## config.mk

```make
export PLATFORM = sky130hd
export DESIGN_NAME = nsgs_top
export DESIGN_NICKNAME = d
export VERILOG_FILES = /design/src/core/nsgs_pkg.sv /design/src/core/nsgs_tick.sv /design/src/core/nsgs_selmem.sv /design/src/core/nsgs_top.sv
export SDC_FILE = /design/constraint.sdc
export NUM_CORES = 1
export LEC_CHECK = 0
export BUFFER_PORTS_ARGS = -buffer_cell sky130_fd_sc_hd__buf_2
export CORE_MARGIN = 5
export CORE_UTILIZATION = 45
export CTS_CLUSTER_SIZE = 24
export DETAILED_ROUTE_END_ITERATION = 7
export PLACE_DENSITY = 0.69
export SKIP_CTS_REPAIR_TIMING = 1
export SYNTH_ARGS = -nofsm -noshare
export SYNTH_HDL_FRONTEND = slang
export SYNTH_HIERARCHICAL = 1
export SYNTH_SLANG_ARGS = --single-unit
```

## constraint.sdc

```tcl
create_clock -name clk_sys -period 12.57 [get_ports clk_sys]
set_clock_uncertainty 0.05 [all_clocks]
set_input_delay 2.514 -clock clk_sys [delete_from_list [all_inputs] [get_ports clk_sys]]
set_output_delay 2.514 -clock clk_sys [all_outputs]
set_load 0.01 [all_outputs]
```

## src/core/nsgs_pkg.sv

```systemverilog
// shared constants and types for the network status word and group filter
package nsgs_pkg;

	// ==========================================================
	// status word geometry
	localparam int NSGS_WORD_W = 16; // bits in the remote status word
	localparam int NSGS_SEL_W = 7; // width of one bit-source selector
	localparam int NSGS_NUM_SRC = 128; // selector space

	// ==========================================================
	// source codes for a status bit
	localparam logic [6:0] SRC_UNUSED = 7'h00;
	localparam logic [6:0] SRC_FWD = 7'h01;
	localparam logic [6:0] SRC_RVS = 7'h02;
	localparam logic [6:0] SRC_HOME = 7'h03;
	localparam logic [6:0] SRC_START = 7'h04;
	localparam logic [6:0] SRC_SSTART = 7'h05;
	localparam logic [6:0] SRC_JOGP = 7'h06;
	localparam logic [6:0] SRC_JOGM = 7'h07;
	localparam logic [6:0] SRC_FREE = 7'h08;
	localparam logic [6:0] SRC_AWO = 7'h09;
	localparam logic [6:0] SRC_STOP = 7'h0A;
	localparam logic [6:0] SRC_MS0 = 7'h10; // 0x10..0x15 direct-select echoes
	localparam logic [6:0] SRC_M0 = 7'h18; // 0x18..0x1D data-number echoes
	localparam logic [6:0] SRC_LSP = 7'h20;
	localparam logic [6:0] SRC_LSM = 7'h21;
	localparam logic [6:0] SRC_HOMES = 7'h22;
	localparam logic [6:0] SRC_SLIT = 7'h23;
	localparam logic [6:0] SRC_R0 = 7'h30; // 0x30..0x3F general-purpose flags
	localparam logic [6:0] SRC_ALARM = 7'h40;
	localparam logic [6:0] SRC_WARN = 7'h41;
	localparam logic [6:0] SRC_READY = 7'h42;
	localparam logic [6:0] SRC_MOVE = 7'h43;
	localparam logic [6:0] SRC_HOMEP = 7'h44;
	localparam logic [6:0] SRC_TICK = 7'h45;
	localparam logic [6:0] SRC_AREA1 = 7'h46; // 0x46..0x48 zone flags
	localparam logic [6:0] SRC_SBSY = 7'h49;
	localparam logic [6:0] SRC_SUPPLY = 7'h4A;
	localparam logic [6:0] SRC_DEV = 7'h4B;
	localparam logic [6:0] SRC_HEAT = 7'h4C;
	localparam logic [6:0] SRC_INDEX = 7'h4D;
	localparam logic [6:0] SRC_BRAKE = 7'h4E;

	// ==========================================================
	// group setting command codes and values
	localparam logic [15:0] CMD_GROUP_RD = 16'h0018; // read code 24
	localparam logic [15:0] CMD_GROUP_WR = 16'h1018; // write code 4120
	localparam logic signed [31:0] GROUP_NONE = -32'sd1; // individual
	localparam logic signed [31:0] GROUP_MAX = 32'sh0000000F; // highest group address
	localparam logic [3:0] ADDR_ZERO = 4'h0;

	// ==========================================================
	// angle tick: one pulse per 7.2 degrees
	localparam int TICK_ANGLE_CENTIDEG = 720; // 7.2 degrees in hundredths
	localparam int STEP_ANGLE_CENTIDEG = 72; // full step of a 5-phase motor
	localparam int TICK_STEPS = TICK_ANGLE_CENTIDEG / STEP_ANGLE_CENTIDEG;

	// ==========================================================
	// carriers
	typedef struct packed {
		logic fwd;
		logic rvs;
		logic home;
		logic start;
		logic sstart;
		logic jog_p;
		logic jog_m;
		logic free;
		logic awo;
		logic stop;
		logic [5:0] ms;
		logic [5:0] m;
	} nsgs_cmd_t; // remote input commands in force

	typedef struct packed {
		logic lsp;
		logic lsm;
		logic homes;
		logic slit;
	} nsgs_sensor_t; // sensor input levels

	typedef struct packed {
		logic alarm;
		logic warning;
		logic ready;
		logic moving;
		logic at_home;
		logic [2:0] zone;
		logic busy;
		logic supply_on;
		logic dev_err;
		logic overheat;
		logic enc_index;
		logic brake_rel;
	} nsgs_drv_t; // driver state

	typedef logic [6:0] nsgs_sel_t;

endpackage : nsgs_pkg

```

## src/core/nsgs_tick.sv

```systemverilog
// angle tick generator: one pulse per 7.2 degrees of shaft travel
`timescale 1ns/100ps
module nsgs_tick #(
	parameter int STEPS = nsgs_pkg::TICK_STEPS
) (
	// clock and reset
	input wire logic clk_sys,
	input wire logic rst,
	// step events
	input wire logic step_en,
	input wire logic step_dir,
	// tick level
	output logic tick_q
);
	import nsgs_pkg::*;

	localparam logic [7:0] LAST = 8'(STEPS - 1); // top of the step count

	logic [7:0] cnt_q; // position within the 7.2 degree window

	// ==========================================================
	// step counter, wraps in both directions so the tick tracks angle
	always_ff @(posedge clk_sys or posedge rst) begin
		if (rst) begin
			cnt_q <= 8'h00;
		end else if (step_en) begin
			if (step_dir) begin
				cnt_q <= (cnt_q == LAST) ? 8'h00 : cnt_q + 8'h01;
			end else begin
				cnt_q <= (cnt_q == 8'h00) ? LAST : cnt_q - 8'h01;
			end
		end
	end

	// tick on while at window origin, so it repeats every 7.2 degrees
	always_ff @(posedge clk_sys or posedge rst) begin
		if (rst) begin
			tick_q <= 1'b0;
		end else begin
			tick_q <= (cnt_q == 8'h00);
		end
	end

endmodule : nsgs_tick

```

## src/core/nsgs_selmem.sv

```systemverilog
// sixteen-entry memory of bit-source selectors, registered read
`timescale 1ns/100ps
module nsgs_selmem #(
	parameter int DEPTH = nsgs_pkg::NSGS_WORD_W
) (
	// clock and reset
	input wire logic clk_sys,
	input wire logic rst,
	// write port
	input wire logic wr_en,
	input wire logic [3:0] wr_idx,
	input wire nsgs_pkg::nsgs_sel_t wr_sel,
	// read port, all entries at once
	output nsgs_pkg::nsgs_sel_t rd_sel [DEPTH]
);
	import nsgs_pkg::*;

	nsgs_sel_t mem_q [DEPTH]; // stored selectors

	// ==========================================================
	// selector store; reset gives the factory bit layout
	always_ff @(posedge clk_sys or posedge rst) begin
		if (rst) begin
			mem_q[0] <= SRC_M0;
			mem_q[1] <= SRC_M0 + 7'h01;
			mem_q[2] <= SRC_M0 + 7'h02;
			mem_q[3] <= SRC_START;
			mem_q[4] <= SRC_HOMEP;
			mem_q[5] <= SRC_READY;
			mem_q[6] <= SRC_WARN;
			mem_q[7] <= SRC_ALARM;
			mem_q[8] <= SRC_SBSY;
			mem_q[9] <= SRC_AREA1;
			mem_q[10] <= SRC_AREA1 + 7'h01;
			mem_q[11] <= SRC_AREA1 + 7'h02;
			mem_q[12] <= SRC_TICK;
			mem_q[13] <= SRC_MOVE;
			mem_q[14] <= SRC_UNUSED;
			mem_q[15] <= SRC_DEV;
		end else if (wr_en) begin
			mem_q[wr_idx] <= wr_sel;
		end
	end

	// read data come out of a register
	always_ff @(posedge clk_sys or posedge rst) begin
		if (rst) begin
			for (int i = 0; i < DEPTH; i++) begin
				rd_sel[i] <= SRC_UNUSED;
			end
		end else begin
			for (int i = 0; i < DEPTH; i++) begin
				rd_sel[i] <= mem_q[i];
			end
		end
	end

endmodule : nsgs_selmem

```

## src/core/nsgs_top.sv

```systemverilog
// remote status word builder and group address filter
// Functional notes
// - each status bit picks its source by parameter
// - command echoes follow their input commands
// - sensor echoes follow limit, home, slit inputs
// - general-purpose flags selectable as status bits
// - alarm bit is one while alarm present
// - warning bit is one while warning present
// - ready bit is one when operation accepted
// - motion bit is one while motor operates
// - home bit is one at home position
// - tick pulses once per 7.2 degrees
// - zone bits one while inside each area
// - busy bit one during internal processing
// - supply bit one while main power on
// - deviation bit one during deviation error
// - overheat bit one during overheat warning
// - index bit one when encoder index seen
// - brake bit one when brake released
// - children act on inputs sent to group address
// - group address is the parent's own address
// - group read 24, write 4120, range -1..15
// - group delivery only for remote input bits
// - group setting volatile, skipped by batch save
// - inputs to child address never move group
`timescale 1ns/100ps
module nsgs_top #(
	parameter int WORD_W = nsgs_pkg::NSGS_WORD_W
) (
	// clock and reset
	input wire logic clk_sys,
	input wire logic rst,
	// own station address
	input wire logic [3:0] station_addr,
	// remote input frame from the network converter
	input wire logic rin_valid,
	input wire logic [3:0] rin_addr,
	input wire logic [15:0] rin_word,
	// command frame from the network converter
	input wire logic cmd_valid,
	input wire logic [3:0] cmd_addr,
	input wire logic [15:0] cmd_code,
	input wire logic signed [31:0] cmd_data,
	// bit-source parameter writes
	input wire logic sel_wr_en,
	input wire logic [3:0] sel_wr_idx,
	input wire nsgs_pkg::nsgs_sel_t sel_wr_val,
	// remote input commands in force, general flags, sensors, driver state
	input wire nsgs_pkg::nsgs_cmd_t cmd_state,
	input wire logic [15:0] gp_flags,
	input wire nsgs_pkg::nsgs_sensor_t sensors,
	input wire nsgs_pkg::nsgs_drv_t drv,
	// step events for the angle tick
	input wire logic step_en,
	input wire logic step_dir,
	// batch non-volatile save request
	input wire logic nv_save,
	// remote status word back to the converter
	output logic [15:0] remote_status_bits,
	// accepted remote input word and its strobe
	output logic rin_take_q,
	output logic [15:0] rin_word_q,
	// command response
	output logic cmd_done_q,
	output logic cmd_err_q,
	output logic signed [31:0] cmd_rdata_q,
	// snapshot for non-volatile save, group excluded
	output logic nv_save_q,
	output logic [15:0] nv_sel_img_q
);
	import nsgs_pkg::*;

	// ==========================================================
	// declarations
	nsgs_sel_t sel [WORD_W]; // registered selectors
	logic tick; // angle tick level
	logic [NSGS_NUM_SRC-1:0] src_vec; // every selectable source
	logic [15:0] status_d; // next status word
	logic signed [31:0] group_q; // group setting, volatile
	logic own_hit; // frame addressed to this station
	logic grp_hit; // frame addressed to our parent
	logic own_cmd; // command frame for this station

	typedef enum logic [2:0] {
		NSGS_IDLE = 3'b001,
		NSGS_EXEC = 3'b010,
		NSGS_RESP = 3'b100
	} nsgs_state_t;
	nsgs_state_t state_q; // command handling state
	logic [15:0] code_q; // latched command code
	logic signed [31:0] data_q; // latched command data

	// ==========================================================
	// leaf blocks
	nsgs_selmem #(
		.DEPTH(WORD_W)
	) u_selmem (
		.clk_sys(clk_sys),
		.rst(rst),
		.wr_en(sel_wr_en),
		.wr_idx(sel_wr_idx),
		.wr_sel(sel_wr_val),
		.rd_sel(sel)
	);

	nsgs_tick #(
		.STEPS(TICK_STEPS)
	) u_tick (
		.clk_sys(clk_sys),
		.rst(rst),
		.step_en(step_en),
		.step_dir(step_dir),
		.tick_q(tick)
	);

	// ==========================================================
	// functions
	// true when the group setting names a parent address
	function automatic logic group_on(input logic signed [31:0] g);
		group_on = (g != GROUP_NONE);
	endfunction : group_on

	// value range check for a group write
	function automatic logic group_ok(input logic signed [31:0] v);
		group_ok = (v >= GROUP_NONE) && (v <= GROUP_MAX);
	endfunction : group_ok

	// ==========================================================
	// source vector; index is the selector code
	always_comb begin
		src_vec = '0;
		src_vec[SRC_UNUSED] = 1'b0;
		src_vec[SRC_FWD] = cmd_state.fwd;
		src_vec[SRC_RVS] = cmd_state.rvs;
		src_vec[SRC_HOME] = cmd_state.home;
		src_vec[SRC_START] = cmd_state.start;
		src_vec[SRC_SSTART] = cmd_state.sstart;
		src_vec[SRC_JOGP] = cmd_state.jog_p;
		src_vec[SRC_JOGM] = cmd_state.jog_m;
		src_vec[SRC_FREE] = cmd_state.free;
		src_vec[SRC_AWO] = cmd_state.awo;
		src_vec[SRC_STOP] = cmd_state.stop;
		for (int i = 0; i < 6; i++) begin
			src_vec[SRC_MS0 + 7'(i)] = cmd_state.ms[i];
			src_vec[SRC_M0 + 7'(i)] = cmd_state.m[i];
		end
		src_vec[SRC_LSP] = sensors.lsp;
		src_vec[SRC_LSM] = sensors.lsm;
		src_vec[SRC_HOMES] = sensors.homes;
		src_vec[SRC_SLIT] = sensors.slit;
		for (int i = 0; i < 16; i++) begin
			src_vec[SRC_R0 + 7'(i)] = gp_flags[i];
		end
		src_vec[SRC_ALARM] = drv.alarm;
		src_vec[SRC_WARN] = drv.warning;
		src_vec[SRC_READY] = drv.ready;
		src_vec[SRC_MOVE] = drv.moving;
		src_vec[SRC_HOMEP] = drv.at_home;
		src_vec[SRC_TICK] = tick;
		for (int i = 0; i < 3; i++) begin
			src_vec[SRC_AREA1 + 7'(i)] = drv.zone[i];
		end
		src_vec[SRC_SBSY] = drv.busy;
		src_vec[SRC_SUPPLY] = drv.supply_on;
		src_vec[SRC_DEV] = drv.dev_err;
		src_vec[SRC_HEAT] = drv.overheat;
		src_vec[SRC_INDEX] = drv.enc_index;
		src_vec[SRC_BRAKE] = drv.brake_rel;
	end

	// per-bit multiplexer; unmapped codes fall on zero entries
	always_comb begin
		for (int b = 0; b < 16; b++) begin
			status_d[b] = src_vec[sel[b]];
		end
	end

	// ==========================================================
	// status word register, one cycle behind its sources
	always_ff @(posedge clk_sys or posedge rst) begin
		if (rst) begin
			remote_status_bits <= 16'h0000;
		end else begin
			remote_status_bits <= status_d;
		end
	end

	// ==========================================================
	// address match for remote input frames
	// the parent needs nothing: its own address is the group address
	assign own_hit = (rin_addr == station_addr);
	assign grp_hit = group_on(group_q) && (rin_addr == group_q[3:0]);
	// a frame to a child address reaches only that child; no forwarding
	// exists here, so the group never moves from it
	assign own_cmd = cmd_valid && (cmd_addr == station_addr);

	// remote input acceptance
	always_ff @(posedge clk_sys or posedge rst) begin
		if (rst) begin
			rin_take_q <= 1'b0;
			rin_word_q <= 16'h0000;
		end else begin
			rin_take_q <= rin_valid && (own_hit || grp_hit);
			if (rin_valid && (own_hit || grp_hit)) begin
				rin_word_q <= rin_word;
			end
		end
	end

	// ==========================================================
	// command handling; only frames to the own address execute,
	// so group-addressed reads and writes are ignored
	always_ff @(posedge clk_sys or posedge rst) begin
		if (rst) begin
			state_q <= NSGS_IDLE;
			code_q <= 16'h0000;
			data_q <= 32'sh00000000;
		end else begin
			case (state_q)
				NSGS_IDLE: begin
					if (own_cmd) begin
						code_q <= cmd_code;
						data_q <= cmd_data;
						state_q <= NSGS_EXEC;
					end
				end
				NSGS_EXEC: begin
					state_q <= NSGS_RESP;
				end
				NSGS_RESP: begin
					state_q <= NSGS_IDLE;
				end
				default: begin
					state_q <= NSGS_IDLE;
				end
			endcase
		end
	end

	// group setting; volatile, returns to individual on reset
	always_ff @(posedge clk_sys or posedge rst) begin
		if (rst) begin
			group_q <= GROUP_NONE;
		end else if (state_q == NSGS_EXEC && code_q == CMD_GROUP_WR && group_ok(data_q)) begin
			group_q <= data_q;
		end
	end

	// response for one cycle after execution
	always_ff @(posedge clk_sys or posedge rst) begin
		if (rst) begin
			cmd_done_q <= 1'b0;
			cmd_err_q <= 1'b0;
			cmd_rdata_q <= 32'sh00000000;
		end else if (state_q == NSGS_EXEC) begin
			cmd_done_q <= 1'b1;
			if (code_q == CMD_GROUP_RD) begin
				cmd_err_q <= 1'b0;
				cmd_rdata_q <= group_q;
			end else if (code_q == CMD_GROUP_WR) begin
				cmd_err_q <= !group_ok(data_q);
				cmd_rdata_q <= 32'sh00000000;
			end else begin
				// codes outside this block are answered as errors
				cmd_err_q <= 1'b1;
				cmd_rdata_q <= 32'sh00000000;
			end
		end else begin
			cmd_done_q <= 1'b0;
			cmd_err_q <= 1'b0;
		end
	end

	// ==========================================================
	// batch save snapshot: selectors are summarised, group never stored
	always_ff @(posedge clk_sys or posedge rst) begin
		if (rst) begin
			nv_save_q <= 1'b0;
			nv_sel_img_q <= 16'h0000;
		end else begin
			nv_save_q <= nv_save;
			if (nv_save) begin
				for (int b = 0; b < 16; b++) begin
					nv_sel_img_q[b] <= (sel[b] != SRC_UNUSED);
				end
			end
		end
	end

endmodule : nsgs_top

```

# Yosys cells after proc, flatten, opt, wreduce, memory -nomap -nowiden
# Cells that the tools add are included.
totals:
  reg_bits: 400
  input_bits: 151
  output_inout_bits: 84
  wordCells: 151
classes:
  add_sub_neg: 2
  n_lt_le_gt_ge: 20
  n_eq_ne: 10
  n_mux: 45
  bitwise: 1
  reduce_logical: 27
op_table:
  columns: ["cell", "n"]
  rows:
  - ["$lt A7 B8 Y1 const B", 16]
  - ["$bmux W1 S7", 16]
  - ["$bwmux W112", 1]
  - ["$reduce_bool A7 Y1", 16]
  - ["$ge A32 B1 Y1 const B", 1]
  - ["$le A32 B5 Y1 const B", 1]
  - ["$mux W32", 1]
  - ["$ne A32 B1 Y1 const B", 1]
  - ["$demux W7 S4", 1]
  - ["$mux W8", 3]
  - ["$mux W1", 20]
  - ["$eq A16 B13 Y1 const B", 1]
  - ["$eq A16 B5 Y1 const B", 1]
  - ["$eq A4 B4 Y1", 3]
  - ["$add A8 B1 Y8 const B", 1]
  - ["$eq A8 B4 Y1 const B", 1]
  - ["$logic_not A8 Y1", 1]
  - ["$sub A8 B1 Y8 const B", 1]
  - ["$logic_and A1 B1 Y1", 7]
  - ["$mux W7", 1]
  - ["$pmux W3 S2", 1]
  - ["$ge A5 B5 Y1 const B", 1]
  - ["$lt A5 B1 Y1 const B", 1]
  - ["$not A4 Y5", 1]
  - ["other kinds (7)", 7]

# Logic depth before layout (Yosys ltp)
depth:
  ltp_word: 6
  depth_mapped: 8
  ltp_nobuf: 6

# By module
# Netlist, hierarchy kept.
by_module_without_submodules:
  columns: ["mod", "n_inst", "cells_each", "area_each_um2", "seq_area_each_um2"]
  rows:
  - ["nsgs_top", 1, 1428, 14968.1, 4220.3]
  - ["nsgs_selmem", 1, 374, 7119.3, 5652.9]
  - ["nsgs_tick", 1, 95, 788.3, 225.2]

# Worst setup path before layout
# Ideal clock, no wire load.
synth_path:
  path_type: "input -> register"
  startpoint: "in drv[5] in the netlist's numbering"
  endpoint: "reg remote_status_bits[1]"
  setup_time_ns: 0.139
  arrival_ns: 4.095
  setup_slack_ns: 8.287
  path_stages: 4
  path_buffers: 0
  path_cell_list: "mux4_1 -> mux4_2 -> and3_1 -> or4_1"
synth_via:
  elab_chain_cells: 2
synth_rtl:
  columns: ["item", "line", "source"]
  rows:
  - ["start, declared", "nsgs_top.sv:52", "input wire nsgs_pkg::nsgs_drv_t drv,"]
  - ["$bmux W1 S7", "nsgs_top.sv:174", "status_d[b] = src_vec[sel[b]];"]
  - ["$mux W1 (implied by the code)", "nsgs_top.sv:174", null]
  - ["named net status_d[1]", "nsgs_top.sv:78", "logic [15:0] status_d;"]
  - ["end signal, assigned", "nsgs_top.sv:184", "remote_status_bits <= status_d;"]
  - ["end, declared", "nsgs_top.sv:59", "output logic [15:0] remote_status_bits,"]
# The timed path passes the listed nets, and every way through them passes these cells. The select of a mux whose other input is x is not followed.
# A chain may end at the register's enable or synchronous reset.

==> metrics.txt <==
status completed; Synth Cell Area around 23000 µm²; final setup TNS 0 ps; final WL 68410 µm; max-cap violations 0; LEAKAGE ~10 nW; Synth area leaders dfrtp_1 36%, mux4_2 18%, mux2_2 9.7%, dfstp_2 8.2%, mux2i_1 3.9%; fin. max-slew vios 0; Worst Path Arrival ~4800 ps; GRT Total Usage 24.04%; TritonCTS clock tree done; fin nets roughly 2100; CTS H-tree depth 2; clk sink count 400; fmax between 200 and 250 MHz; pin count of the biggest net entering global routing 92; synth warn 6; Final Cycle Share 33.78%; RePlAce Congestion around 0.93; Yosys top cell area share between 30% and 40%; syn avg cell area between 10 and 15 µm²; gr ovfl total 0; Longest Clk Path Bufs 3; via count ~17000; Worst-path clk slew around 60 ps; DRC 0; cts bufs inserted 44; Synth Instances roughly 1900; Area growth syn-to-layout 12.21%; Filler cells about 4400; ys async rst share between 90% and 100%; Setup-failing EPs final 0; Pre-antenna DRT Iters 6; CP Max Fanout 89; Worst Setup End Kind asynchronous set/reset pin; Post-synth EDFFs 0; Die Footprint between 50000 and 60000 µm²; syn nets 2052; crit path kind input pin to asynchronous set/reset pin; Tmin final roughly 4200 ps; Core Region 50270 µm²; CP required around 13000 ps; I/O pins around 240; Commonest cells post-synth 329 x dfrtp_1, 197 x mux2_2, 179 x mux4_2; Avg WL per Cell between 20 and 30 µm; via density per instance about 6.4; Placement Rows just over 80; Power Dens Cells ~180 nW/µm²; die height around 240 µm; Max VDD drop roughly 0.00011 V; Post-Layout Inst Area ~26000 µm²; CP Launch Type input pin; DP HPWL 44110 µm; Finished Layout Cells approximately 2700; Synth Register Bits 400; placed cells ~2600; Pwr Total 4.546 mW; largest area contributor in the netlist dfrtp_1; RSZ-0062 raised after global routing false; placed cell area between 20000 and 25000 µm²; vias in the first global route approximately 17000; Hold WS between 300 and 400 ps; Initial Util a little under half; final hold vios 0; first-pass GRT wire length approximately 110000 µm; most frequent cell after synthesis dfrtp_1; port bufs 234; Clock Latency Late Sink roughly 570 ps; DRT iter0 DRCs 1561; Main synth FF type dfrtp_1; initial antenna violation count 1; remaining antenna violation count 0; Seq/Total Area, Yosys 44.14%; Synth cell types 78; Hold Crit Class flop to flop; Root Driver clkbuf_16; antenna fix cells 0; Rel. slew slack about a third; slew of the pin with the lowest slew margin between 900 and 1000 ps; share of layout cells above drive strength 1 between 30% and 40%; die width 235.5 µm
state kept, by name (all words and copies together), names as in the netlist, 3 cells and up:
| signal | cells |
|---|---|
| rin_word_q | 16 |
| data_q | 32 |
| u_tick/cnt_q | 8 |
| group_q | 32 |
| remote_status_bits | 16 |
| u_selmem/rd_sel | 112 |
| u_selmem/mem_q | 112 |
| code_q | 16 |
| nv_sel_img_q | 16 |
| state_q | 3 |
| cmd_rdata_q | 32 |
worst max-delay path, cell delays in order:
cell and delay, ps:
buf_2 170, inv_8 400, buf_4 730, buf_4 780
final timing paths:
kind | from | endpoint | slack [ps] | cells after the start
max in group clk_sys | drv[5] | remote_status_bits[1] | 8520 | 5
min reg2reg | u_selmem/mem_q[54] | u_selmem/rd_sel[54] | 320 | 0
max | rst | u_selmem/rd_sel[28] | 8320 | 4
min in group asynchronous | rst | u_tick/cnt_q[1] | 1980 | 2
min | u_selmem/mem_q[54] | u_selmem/rd_sel[54] | 320 | 0
max reg2reg | u_selmem/rd_sel[98] | remote_status_bits[1] | 9640 | 4
area by class of cell:
type	instances	area, µm²	share of cell area (%)
multi-input combinational	1230	11720	45.64
sequential	400	10100	39.34
clock buffer	68	1323	5.152
timing repair buffer	243	1239	4.826
tap	672	840.8	3.275
inverter	63	249.0	0.9700
clock inverter	13	203.9	0.7945
logic make-up (layout without fill, tap and decap cells):
group | after synthesis | after routing | share of synthesized area, %
compound gates | 267 | 267 | 7.679
mux | 472 | 472 | 32.02
flops | 400 | 400 | 44.14
xor+xnor | 12 | 12 | 0.4594
simple gates | 475 | 475 | 10.80
fa+ha+maj | 4 | 4 | 0.2188
buf+inv | 267 | 387 | 4.676
where the power goes:
part | internal [mW] | total, mW | leakage (nW) | switching [mW]
registers | 1.59 | 2.03 | 4.77 | 0.437
clock network | 0.813 | 1.33 | 0.750 | 0.520
logic | 0.687 | 1.19 | 4.96 | 0.498
per-layer routing:
| metal | share of wire [%] | up-vias | GRT usage [%] |
|---|---|---|---|
| li1 | - | 7324 | - |
| met1 | 39 | 8690 | 31.41 |
| met2 | 47 | 946 | 37.93 |
| met3 | 9.8 | 250 | 6.631 |
| met4 | 4.6 | 2 | 10.45 |
| met5 | 0.010 | - | 0 |
cell usage in the layout, fill, tap and decap left out, types with 7 or more instances in the layout:
master,netlist,layout
clkbuf_16,0,45
buf_4,1,9
mux4_1,7,7
a221oi_1,7,7
nand2_1,112,112
nor2_1,77,76
nand3_1,72,72
mux2i_1,89,89
a311oi_1,8,8
nand4_1,25,25
nor2b_1,25,25
nor4_1,28,27
mux4_2,179,179
a31oi_1,30,30
xor2_1,7,7
a211oi_1,14,14
nand3b_1,27,27
buf_2,33,234
dfstp_2,71,71
nor3_1,40,40
mux2_2,197,197
clkbuf_8,0,11
inv_1,62,60
clkbuf_1,155,12
dfrtp_1,329,329
nor2_2,9,10
o21ai_0,75,75
nand2b_1,20,20
o211ai_1,15,15
a21oi_1,55,55
stage by stage:
stage	utilization, %	setup slack (ps)
final	51.06	8324
after global routing	51.06	7922
after CTS	51.06	8252
after detailed placement	48.02	7644
after global placement	48.02	7719
after floorplan	-	3934
Power figures use the tool's default switching activity.
